==> config.mk <==
export PLATFORM = sky130hd
export DESIGN_NAME = psc_top
export DESIGN_NICKNAME = d
export VERILOG_FILES = /design/src/psc_pkg.sv /design/src/psc_sync.sv /design/src/psc_top.sv
export SDC_FILE = /design/constraint.sdc
export NUM_CORES = 1
export LEC_CHECK = 0
export BUFFER_PORTS_ARGS = -buffer_cell sky130_fd_sc_hd__buf_2
export CAP_MARGIN = 20
export CORE_MARGIN = 8
export CORE_UTILIZATION = 47
export CTS_CLUSTER_DIAMETER = 50
export CTS_CLUSTER_SIZE = 14
export DETAILED_ROUTE_END_ITERATION = 12
export PLACE_DENSITY = 0.76
export RECOVER_POWER = 25
export SYNTH_ARGS = -nofsm -noshare
export SYNTH_HDL_FRONTEND = slang
export SYNTH_SLANG_ARGS = --single-unit
==> constraint.sdc <==
create_clock -name core_clk -period 3.85 [get_ports core_clk]
set_clock_uncertainty 0.1 [all_clocks]
set_input_delay 0.77 -clock core_clk [delete_from_list [all_inputs] [get_ports core_clk]]
set_output_delay 0.77 -clock core_clk [all_outputs]
set_load 0.02 [all_outputs]
==> src/psc_pkg.sv <==
/*
 * constants and types of the parallel slave port control block.
 * assumes a wishbone classic slave with 32-bit data, byte addressed.
 */
`default_nettype none

package psc_pkg;

    // ***************************************************************
    // register indices; byte address is four times the index
    // ***************************************************************
    localparam logic [7:0] IDX_DATA_PORT   = 8'h08;
    localparam logic [7:0] IDX_CTL_PORT    = 8'h09;
    localparam logic [7:0] IDX_IRQ_FLAG    = 8'h0c;
    localparam logic [7:0] IDX_DATA_DIR    = 8'h88;
    localparam logic [7:0] IDX_CTL_DIRSTAT = 8'h89;
    localparam logic [7:0] IDX_IRQ_ENABLE  = 8'h8c;
    localparam logic [7:0] IDX_ANALOG_CFG  = 8'h9f;

    // ***************************************************************
    // field positions
    // ***************************************************************
    localparam int POS_READ_STROBE  = 0;
    localparam int POS_WRITE_STROBE = 1;
    localparam int POS_SELECT       = 2;
    localparam int POS_IRQ_BIT      = 7;
    localparam int POS_OVF_BIT      = 5;

    // ***************************************************************
    // reset values
    // ***************************************************************
    localparam logic [7:0] RST_CTL_DIRSTAT = 8'h07;
    localparam logic [2:0] RST_ANALOG_CFG  = 3'h0;
    localparam logic [2:0] RST_CTL_LATCH   = 3'h0;
    localparam logic [7:0] RST_DATA_DIR    = 8'hff;
    localparam logic [7:0] RST_DATA_LATCH  = 8'h00;
    localparam logic [2:0] RST_CTL_SYNC    = 3'h7;
    localparam logic [7:0] RST_DATA_SYNC   = 8'h00;

    // analog config making all control pins digital
    localparam logic [2:0] CFG_ALL_DIGITAL = 3'h7;

    // ***************************************************************
    // types
    // ***************************************************************
    typedef struct packed {
        logic       inputFull;
        logic       outputFull;
        logic       inputOverflow;
        logic       slaveModeEnable;
        logic       unused3;
        logic [2:0] ctlDir;
    } psc_dirstat_t;

endpackage

`default_nettype wire

==> src/psc_sync.sv <==
/*
 * three-stage synchroniser; output follows when stages two and
 * three agree. assumes inputs asynchronous to clk.
 */
`timescale 1ns/1ps
`default_nettype none

module psc_sync #(
    parameter int         W       = 1,
    parameter logic [W-1:0] RST_VAL = '0
) (
    input  wire logic         clk,
    input  wire logic         rst,
    input  wire logic [W-1:0] d,
    output var  logic [W-1:0] q
);

    logic [W-1:0] s1Q;
    logic [W-1:0] s2Q;
    logic [W-1:0] s3Q;
    wire  [W-1:0] agree = ~(s2Q ^ s3Q);
    wire  [W-1:0] qD    = (agree & s3Q) | (~agree & q);

    always_ff @(posedge clk or posedge rst) begin
        if (rst) begin
            s1Q <= RST_VAL;
            s2Q <= RST_VAL;
            s3Q <= RST_VAL;
            q   <= RST_VAL;
        end else begin
            s1Q <= d;
            s2Q <= s1Q;
            s3Q <= s2Q;
            q   <= qD;
        end
    end

endmodule // psc_sync

`default_nettype wire

==> src/psc_top.sv <==
/*
 * parallel slave port control: three control pins, eight data pins,
 * direction and status registers, wishbone classic register slave.
 * assumes core_clk at 250 MHz, rst is the power-up/brown-out reset,
 * otherRst a synchronous pulse from the reset-pin or watchdog logic.
 */
// Summary of operation
// RULE_01 - read strobe and select low drive the output latch.
// RULE_02 - write strobe and select low capture the input latch.
// RULE_03 - select is active low; when high, strobes are ignored.
// RULE_04 - control pins are digital io, strobes, or analog.
// RULE_05 - 28-pin build: no data or control ports, read zero.
// RULE_06 - 28-pin build: software keeps irq enable and flag clear.
// RULE_07 - unimplemented bits ignore writes and read as zero.
// RULE_08 - power-up reset loads direction/status 0000 -111.
// RULE_09 - other resets follow their column; port latch kept.
// RULE_10 - slave mode needs control pins as digital inputs.
// RULE_11 - write release latches data; flags set a cycle later.
// RULE_12 - write while input full sets overflow; clear after read.
// RULE_13 - read start clears output full; release stops drive.
// RULE_14 - strobes and select pass a synchroniser.
`timescale 1ns/1ps
`default_nettype none

module psc_top #(
    parameter bit PIN28  = 1'b0,
    parameter int ADDR_W = 12
) (
    input  wire logic              core_clk,
    input  wire logic              rst,
    input  wire logic              otherRst,
    input  wire logic              wb_cyc_i,
    input  wire logic              wb_stb_i,
    input  wire logic              wb_we_i,
    input  wire logic [ADDR_W-1:0] wb_adr_i,
    input  wire logic [3:0]        wb_sel_i,
    input  wire logic [31:0]       wb_dat_i,
    output var  logic [31:0]       wb_dat_o,
    output var  logic              wb_ack_o,
    input  wire logic [2:0]        ctlPinIn,
    output var  logic [2:0]        ctlPinOut,
    output var  logic [2:0]        ctlPinOe,
    output var  logic [2:0]        ctlPinAnalog,
    input  wire logic [7:0]        dataPinIn,
    output var  logic [7:0]        dataPinOut,
    output var  logic [7:0]        dataPinOe,
    output var  logic              slaveIrqFlag
);

    // ***************************************************************
    // input synchronisers
    // ***************************************************************
    logic [2:0] ctlSync;
    logic [7:0] dataSync;

    psc_sync #(
        .W       (3),
        .RST_VAL (psc_pkg::RST_CTL_SYNC)
    ) u_ctl_sync (
        .clk (core_clk),
        .rst (rst),
        .d   (ctlPinIn),
        .q   (ctlSync)
    ); // RULE_14

    psc_sync #(
        .W       (8),
        .RST_VAL (psc_pkg::RST_DATA_SYNC)
    ) u_data_sync (
        .clk (core_clk),
        .rst (rst),
        .d   (dataPinIn),
        .q   (dataSync)
    );

    // ***************************************************************
    // register state
    // ***************************************************************
    psc_pkg::psc_dirstat_t dirStat_q;
    logic [2:0]            analogCfg_q;
    logic [2:0]            ctlLatch_q;
    logic [7:0]            dataDir_q;
    logic [7:0]            outLatch_q;
    logic [7:0]            inLatch_q;
    logic                  irqEnable_q;
    logic                  ovReadSeen_q;
    logic                  wrActive_q;
    logic                  rdActive_q;
    logic                  wrDone_q;
    logic                  rdDone_q;
    logic                  ovPend_q;

    // ***************************************************************
    // bus decode
    // ***************************************************************
    wire        busReq   = wb_cyc_i & wb_stb_i & ~wb_ack_o;
    wire        upperOk  = (wb_adr_i[ADDR_W-1:10] == '0);
    wire [7:0]  regIdx   = wb_adr_i[9:2];
    wire        busWr    = busReq & wb_we_i & wb_sel_i[0];
    wire        busRd    = busReq & ~wb_we_i;
    wire [7:0]  wrByte   = wb_dat_i[7:0];
    wire        present  = ~PIN28;

    wire selData   = upperOk & (regIdx == psc_pkg::IDX_DATA_PORT);
    wire selCtl    = upperOk & (regIdx == psc_pkg::IDX_CTL_PORT);
    wire selFlag   = upperOk & (regIdx == psc_pkg::IDX_IRQ_FLAG);
    wire selDDir   = upperOk & (regIdx == psc_pkg::IDX_DATA_DIR);
    wire selDStat  = upperOk & (regIdx == psc_pkg::IDX_CTL_DIRSTAT);
    wire selEnable = upperOk & (regIdx == psc_pkg::IDX_IRQ_ENABLE);
    wire selCfg    = upperOk & (regIdx == psc_pkg::IDX_ANALOG_CFG);

    // 28-pin build has no ports
    wire wrData   = busWr & selData & present; // RULE_05
    wire wrCtl    = busWr & selCtl & present; // RULE_05
    wire wrDDir   = busWr & selDDir & present; // RULE_05
    wire wrDStat  = busWr & selDStat & present; // RULE_05
    wire wrFlag   = busWr & selFlag;
    wire wrEnable = busWr & selEnable;
    wire wrCfg    = busWr & selCfg;
    wire rdData   = busRd & selData & present;

    // ***************************************************************
    // pin mode selection
    // ***************************************************************
    wire allDigital = (analogCfg_q == psc_pkg::CFG_ALL_DIGITAL);
    wire slaveMode  = dirStat_q.slaveModeEnable & present;
    // strobes need digital inputs
    wire strobeOk   = slaveMode & allDigital & (&dirStat_q.ctlDir); // RULE_10
    wire [2:0] ctlDigIn = allDigital ? ctlSync : 3'h0; // RULE_04

    wire selected = ~ctlSync[psc_pkg::POS_SELECT]; // RULE_03
    wire wrNow = strobeOk & selected
               & ~ctlSync[psc_pkg::POS_WRITE_STROBE]; // RULE_02
    wire rdNow = strobeOk & selected
               & ~ctlSync[psc_pkg::POS_READ_STROBE]; // RULE_01

    wire wrRelease = wrActive_q & ~wrNow;
    wire rdStart   = rdNow & ~rdActive_q;
    wire rdRelease = rdActive_q & ~rdNow;

    // ***************************************************************
    // status flag next values
    // ***************************************************************
    wire fullSet  = wrDone_q; // RULE_11
    wire fullClr  = rdData;
    wire fullD    = slaveMode & (fullSet | (dirStat_q.inputFull & ~fullClr));

    // a read start beats a same-cycle firmware write of the latch
    wire outFullD = slaveMode & ~rdStart
                  & (wrData | dirStat_q.outputFull); // RULE_13

    wire ovSet    = wrDone_q & ovPend_q; // RULE_12
    wire ovClrReq = wrDStat & ~wrByte[psc_pkg::POS_OVF_BIT];
    wire ovClr    = ovClrReq & (ovReadSeen_q | rdData); // RULE_12
    wire ovD      = ovSet | (dirStat_q.inputOverflow & ~ovClr);
    wire ovSeenD  = ~ovSet & (rdData | (ovReadSeen_q & ~ovClr));

    wire irqSet   = (wrDone_q | rdDone_q) & present; // RULE_11
    wire irqClr   = wrFlag & ~wrByte[psc_pkg::POS_IRQ_BIT];
    wire irqSetSw = wrFlag & wrByte[psc_pkg::POS_IRQ_BIT] & present;
    wire irqD     = irqSet | irqSetSw | (slaveIrqFlag & ~irqClr);

    wire modeD    = wrDStat ? wrByte[4] : dirStat_q.slaveModeEnable;
    wire [2:0] ctlDirD = wrDStat ? wrByte[2:0] : dirStat_q.ctlDir;

    // ***************************************************************
    // pin drive next values
    // ***************************************************************
    wire [7:0] dataOeD   = slaveMode ? {8{rdNow}} : ~dataDir_q; // RULE_13
    wire [7:0] dataOutD  = wrData ? wrByte : outLatch_q;
    wire [2:0] ctlOeD    = (slaveMode | ~allDigital) ? 3'h0
                         : ~dirStat_q.ctlDir; // RULE_04
    wire [2:0] ctlLatchD = wrCtl ? wrByte[2:0] : ctlLatch_q;
    wire [2:0] analogD   = present ? ~{3{allDigital}} : 3'h0;

    // ***************************************************************
    // read data selection
    // ***************************************************************
    wire [7:0] dataRd  = slaveMode ? inLatch_q : dataSync;
    wire [7:0] dStatRd = {dirStat_q.inputFull, dirStat_q.outputFull,
                          dirStat_q.inputOverflow,
                          dirStat_q.slaveModeEnable, 1'b0,
                          dirStat_q.ctlDir}; // RULE_07
    wire [7:0] rdByte  =
          (selData   & present) ? dataRd
        : (selCtl    & present) ? {5'h00, ctlDigIn}
        : (selDDir   & present) ? dataDir_q
        : (selDStat  & present) ? dStatRd
        : selFlag               ? {slaveIrqFlag, 7'h00}
        : selEnable             ? {irqEnable_q, 7'h00}
        : selCfg                ? {5'h00, analogCfg_q}
        : 8'h00; // RULE_05 RULE_07
    wire [31:0] rdWord = busRd ? {24'h000000, rdByte} : 32'h00000000;

    // ***************************************************************
    // bus answer
    // ***************************************************************
    always_ff @(posedge core_clk or posedge rst) begin
        if (rst) begin
            wb_ack_o <= 1'b0;
            wb_dat_o <= 32'h00000000;
        end else begin
            wb_ack_o <= busReq;
            wb_dat_o <= rdWord;
        end
    end

    // ***************************************************************
    // configuration registers, reset by both reset kinds
    // ***************************************************************
    always_ff @(posedge core_clk or posedge rst) begin
        if (rst) begin
            dirStat_q   <= psc_pkg::RST_CTL_DIRSTAT; // RULE_08
            analogCfg_q <= psc_pkg::RST_ANALOG_CFG; // RULE_08
            dataDir_q   <= psc_pkg::RST_DATA_DIR;
            irqEnable_q <= 1'b0;
            slaveIrqFlag <= 1'b0;
            ovReadSeen_q <= 1'b0;
        end else if (otherRst) begin
            dirStat_q   <= psc_pkg::RST_CTL_DIRSTAT; // RULE_09
            analogCfg_q <= psc_pkg::RST_ANALOG_CFG; // RULE_09
            dataDir_q   <= psc_pkg::RST_DATA_DIR;
            irqEnable_q <= 1'b0;
            slaveIrqFlag <= 1'b0;
            ovReadSeen_q <= 1'b0;
        end else begin
            dirStat_q.inputFull       <= fullD;
            dirStat_q.outputFull      <= outFullD;
            dirStat_q.inputOverflow   <= ovD;
            dirStat_q.slaveModeEnable <= modeD;
            dirStat_q.unused3         <= 1'b0;
            dirStat_q.ctlDir          <= ctlDirD;
            if (wrCfg) begin
                analogCfg_q <= wrByte[2:0];
            end
            if (wrDDir) begin
                dataDir_q <= wrByte;
            end
            if (wrEnable) begin
                irqEnable_q <= wrByte[psc_pkg::POS_IRQ_BIT] & present;
            end
            slaveIrqFlag <= irqD;
            ovReadSeen_q <= ovSeenD;
        end
    end

    // ***************************************************************
    // port latches, kept across other resets
    // ***************************************************************
    always_ff @(posedge core_clk or posedge rst) begin
        if (rst) begin
            ctlLatch_q <= psc_pkg::RST_CTL_LATCH;
            outLatch_q <= psc_pkg::RST_DATA_LATCH;
            inLatch_q  <= psc_pkg::RST_DATA_LATCH;
        end else begin
            ctlLatch_q <= ctlLatchD; // RULE_09
            outLatch_q <= dataOutD;
            if (wrRelease) begin
                inLatch_q <= dataSync; // RULE_11 RULE_12
            end
        end
    end

    // ***************************************************************
    // strobe tracking
    // ***************************************************************
    always_ff @(posedge core_clk or posedge rst) begin
        if (rst) begin
            wrActive_q <= 1'b0;
            rdActive_q <= 1'b0;
            wrDone_q   <= 1'b0;
            rdDone_q   <= 1'b0;
            ovPend_q   <= 1'b0;
        end else begin
            wrActive_q <= wrNow;
            rdActive_q <= rdNow;
            wrDone_q   <= wrRelease; // RULE_11
            rdDone_q   <= rdRelease; // RULE_13
            ovPend_q   <= dirStat_q.inputFull & ~fullClr; // RULE_12
        end
    end

    // ***************************************************************
    // pin drivers
    // ***************************************************************
    always_ff @(posedge core_clk or posedge rst) begin
        if (rst) begin
            dataPinOe    <= 8'h00;
            dataPinOut   <= 8'h00;
            ctlPinOe     <= 3'h0;
            ctlPinOut    <= 3'h0;
            ctlPinAnalog <= 3'h0;
        end else begin
            dataPinOe    <= present ? dataOeD : 8'h00; // RULE_01
            dataPinOut   <= dataOutD;
            ctlPinOe     <= present ? ctlOeD : 3'h0; // RULE_04
            ctlPinOut    <= ctlLatchD;
            ctlPinAnalog <= analogD; // RULE_04
        end
    end

endmodule // psc_top

`default_nettype wire

==> flow_summary.ini <==
[yosys]
syn_inst = 350
synth.yosys.seq_area_share_pct = 63.05
synth_cell_type_count = 52
yosys.cell_count.top_type = dfrtp_1
yosys_most_used_dff = dfrtp_1
largest_area_contributor_in_the_netlist = dfrtp_1
synth_enable_flop_cells = 0
synth_async_sr_flop_share_pct = 100.0
post_synth.cell_area_avg_um2 = 12.60
most_area_consuming_cells_after_synthesis = dfrtp_1 (49%), dfstp_2 (14%), mux2_2 (4.8%)
synthesis.area_mm2 = 0.004412
yosys_register_bits = 110
synth-warning-count = 0
synth.cells.most_frequent = dfrtp_1 (87), nand3_1 (31), buf_4 (26)
synth_top_cell_area_share_pct = 49.35

[routing]
routed-via-count = 2882
postRouteAntennaNets = 0
firstDrtPassIters = 4
viasPerCell = 5.377
dr.first_iter.drc_count = 201
post_detailed_route_drc_marker_count = 0
drt-wirelength-per-cell_um = 17.34
route.final.wire_length_um = 9293

[clock_tree]
clock_tree.root_cell = clkbuf_8
clock_buffer_count_from_cts = 9
tritoncts_num_sinks = 110
buffer_count_from_post_cts_setup_fixing = 0
clk_transition_reported_paths_ps = 100
cts-resized-gates = 0
cts-hold-fix-buffers = 0
cts_tree = built
ctsLongestPathBuffers = 2
clock_tree.htree_level_count = 3
clock_latency_ps = 360

[timing]
timing_hold_violations_final = 0
setup_viols_final = 0
maximum_clock_frequency_mhz = 367.4
grt_setup_unrepaired = false
max_slew_margin_pct = 1.276
fin_setup_tns_ps = 0
final.setup.worst_slack_ps = 1128
final.hold.worst_slack_ps = 253.4
timing_max_transition_violations_final = 0
layout_min_cycle_time_ps = 2722
worst-slew-pin-transition_ps = 1473
layout_worst_path_cycle_share_pct = 70.69

[finish]
nets = 485
insertedDiodeCount = 0
drive_above_1_share_pct = 31.76
area.growth.synth_to_final_pct = 12.45
design_area_mm2 = 0.004961

[power]
power.static_leakage_uw = 0.002333
irDropWorstVdd_uv = 197.6
pwr_density_cell_mw_per_mm2 = 393.8

[setup_path]
worstPathRequired_ps = 4010
crit_buf_inv = 1
crit_path_max_fanout = 8
arrival_ps = 2880
critPathSlowestCell = nor4_2
critical_path.cell_chain = buf_2, or3_1, nor4_2, nand2_1, mux2_2
critical_path.endpoint_type = flip-flop
critical_path.top_delay_family = simple AND/OR/NAND/NOR gates
timing.critical_path.slowest_cell_delay_ps = 700
critPathKind = in2reg
start_kind = input pin

[global_route]
grt_antenna_before_repair = 0
grt_pass1_vias = 3062
grt.total_usage_pct = 15.26
grt_overflow_total = 0
first_pass_grt_wire_length_um = 15590
grt_max_degree = 91

[placement]
placement.io_buffers = 70
detailedPlacementHpwl_um = 6855
finalWeightedCongestion = 0.8700
detailed_place.area_mm2 = 0.004760
place_worst_setup_slack_ps = 773.9

[outcome]
violations = max-capacitance violations
outcome = finished with violations

[floorplanning]
floorplan.die_area_mm2 = 0.01274
floorplan.core_area_mm2 = 0.009196
die-width_um = 112.9
rows = 35
top_level_ports = 124
fp.dieH_um = 112.9
start_util_pct = 47.97

[worst_hold_path]
min-delay-path-class = reg2reg

[flow_run]
max_cap_viol_count = 1
## logic make-up (layout without fill, tap and decap cells)
family | Yosys count | after routing | synth area share (%)
flops | 110 | 110 | 63.05
simple gates | 93 | 93 | 12.34
compound gates | 57 | 57 | 8.027
buf+inv | 48 | 100 | 6.665
mux | 30 | 30 | 7.346
fa+ha+maj | 11 | 11 | 2.496
other cells | 1 | 24 | 0.08500
## routing by layer
| layer | global-route usage, % | vias up | wire length, um |
|---|---|---|---|
| li1 | - | 1352 | - |
| met1 | 17.67 | 1428 | 3685 |
| met2 | 25.78 | 82 | 4896 |
| met3 | 4.047 | 20 | 498 |
| met4 | 7.460 | 0 | 212 |
| met5 | 0 | - | 0 |
## stage by stage
step	total power (uW)	util [%]	cells
2_1_floorplan	1321	-	373
3_3_place_gp	1347	51.76	519
3_5_place_dp	1352	51.76	519
4_1_cts	1974	53.66	535
5_1_grt	2047	53.95	536
6_report	1954	53.95	536
## path summary, 6_finish.rpt
check,endpoint,cells past startpoint,start,slack (ps)
max,outLatch_q[5],5,wb_adr_i[7],1130
min in group asynchronous,u_data_sync.s1Q[4],2,rst,630
max reg2reg,outLatch_q[5],4,wb_ack_o,1500
min,u_data_sync.s2Q[0],0,u_data_sync.s1Q[0],250
min reg2reg,u_data_sync.s2Q[0],0,u_data_sync.s1Q[0],250
max in group asynchronous,u_ctl_sync.s3Q[1],4,rst,1910
## power by group
group	switching (uW)	internal, uW	total [uW]
registers	17.5	1190	1210
clock network	376	244	621
logic	86.2	38.0	124
total	480	1470	1950
## flip-flops by register name (all words and copies together), names as in the netlist, 6 cells and up, named ones only
signal	flops
outLatch_q	8
u_data_sync.s2Q	8
wb_dat_o	8
u_data_sync.s3Q	8
dStatRd	6
u_data_sync.s1Q	8
inLatch_q	8
dataPinOe	8
dataDir_q	8
## area by class of cell
type	count	area (um^2)
clock buffers	11	131.4
clock inverters	5	43.79
fillers	795	4235
inverters	9	35.03
multi-input cells	215	1423
flip-flops and latches	110	2781
well taps	111	138.9
repair buffers	75	407.9
## cells in the final DEF (no fill, tap or decap), types with 4 or more instances in the layout
master / Yosys / final
a21oi_1: 12 / 12
buf_2: 1 / 70
buf_4: 26 / 4
clkbuf_8: 0 / 9
conb_1: 1 / 24
dfrtp_1: 87 / 87
dfstp_2: 23 / 21
inv_1: 9 / 8
maj3_1: 11 / 11
mux2_2: 19 / 19
mux2i_1: 11 / 11
nand2_1: 9 / 9
nand3_1: 31 / 31
nor2_1: 6 / 6
nor3_1: 11 / 11
o21ai_0: 23 / 23
o22ai_1: 4 / 4
or4_1: 4 / 4
Note: power is estimated with default switching activity, not from simulation.
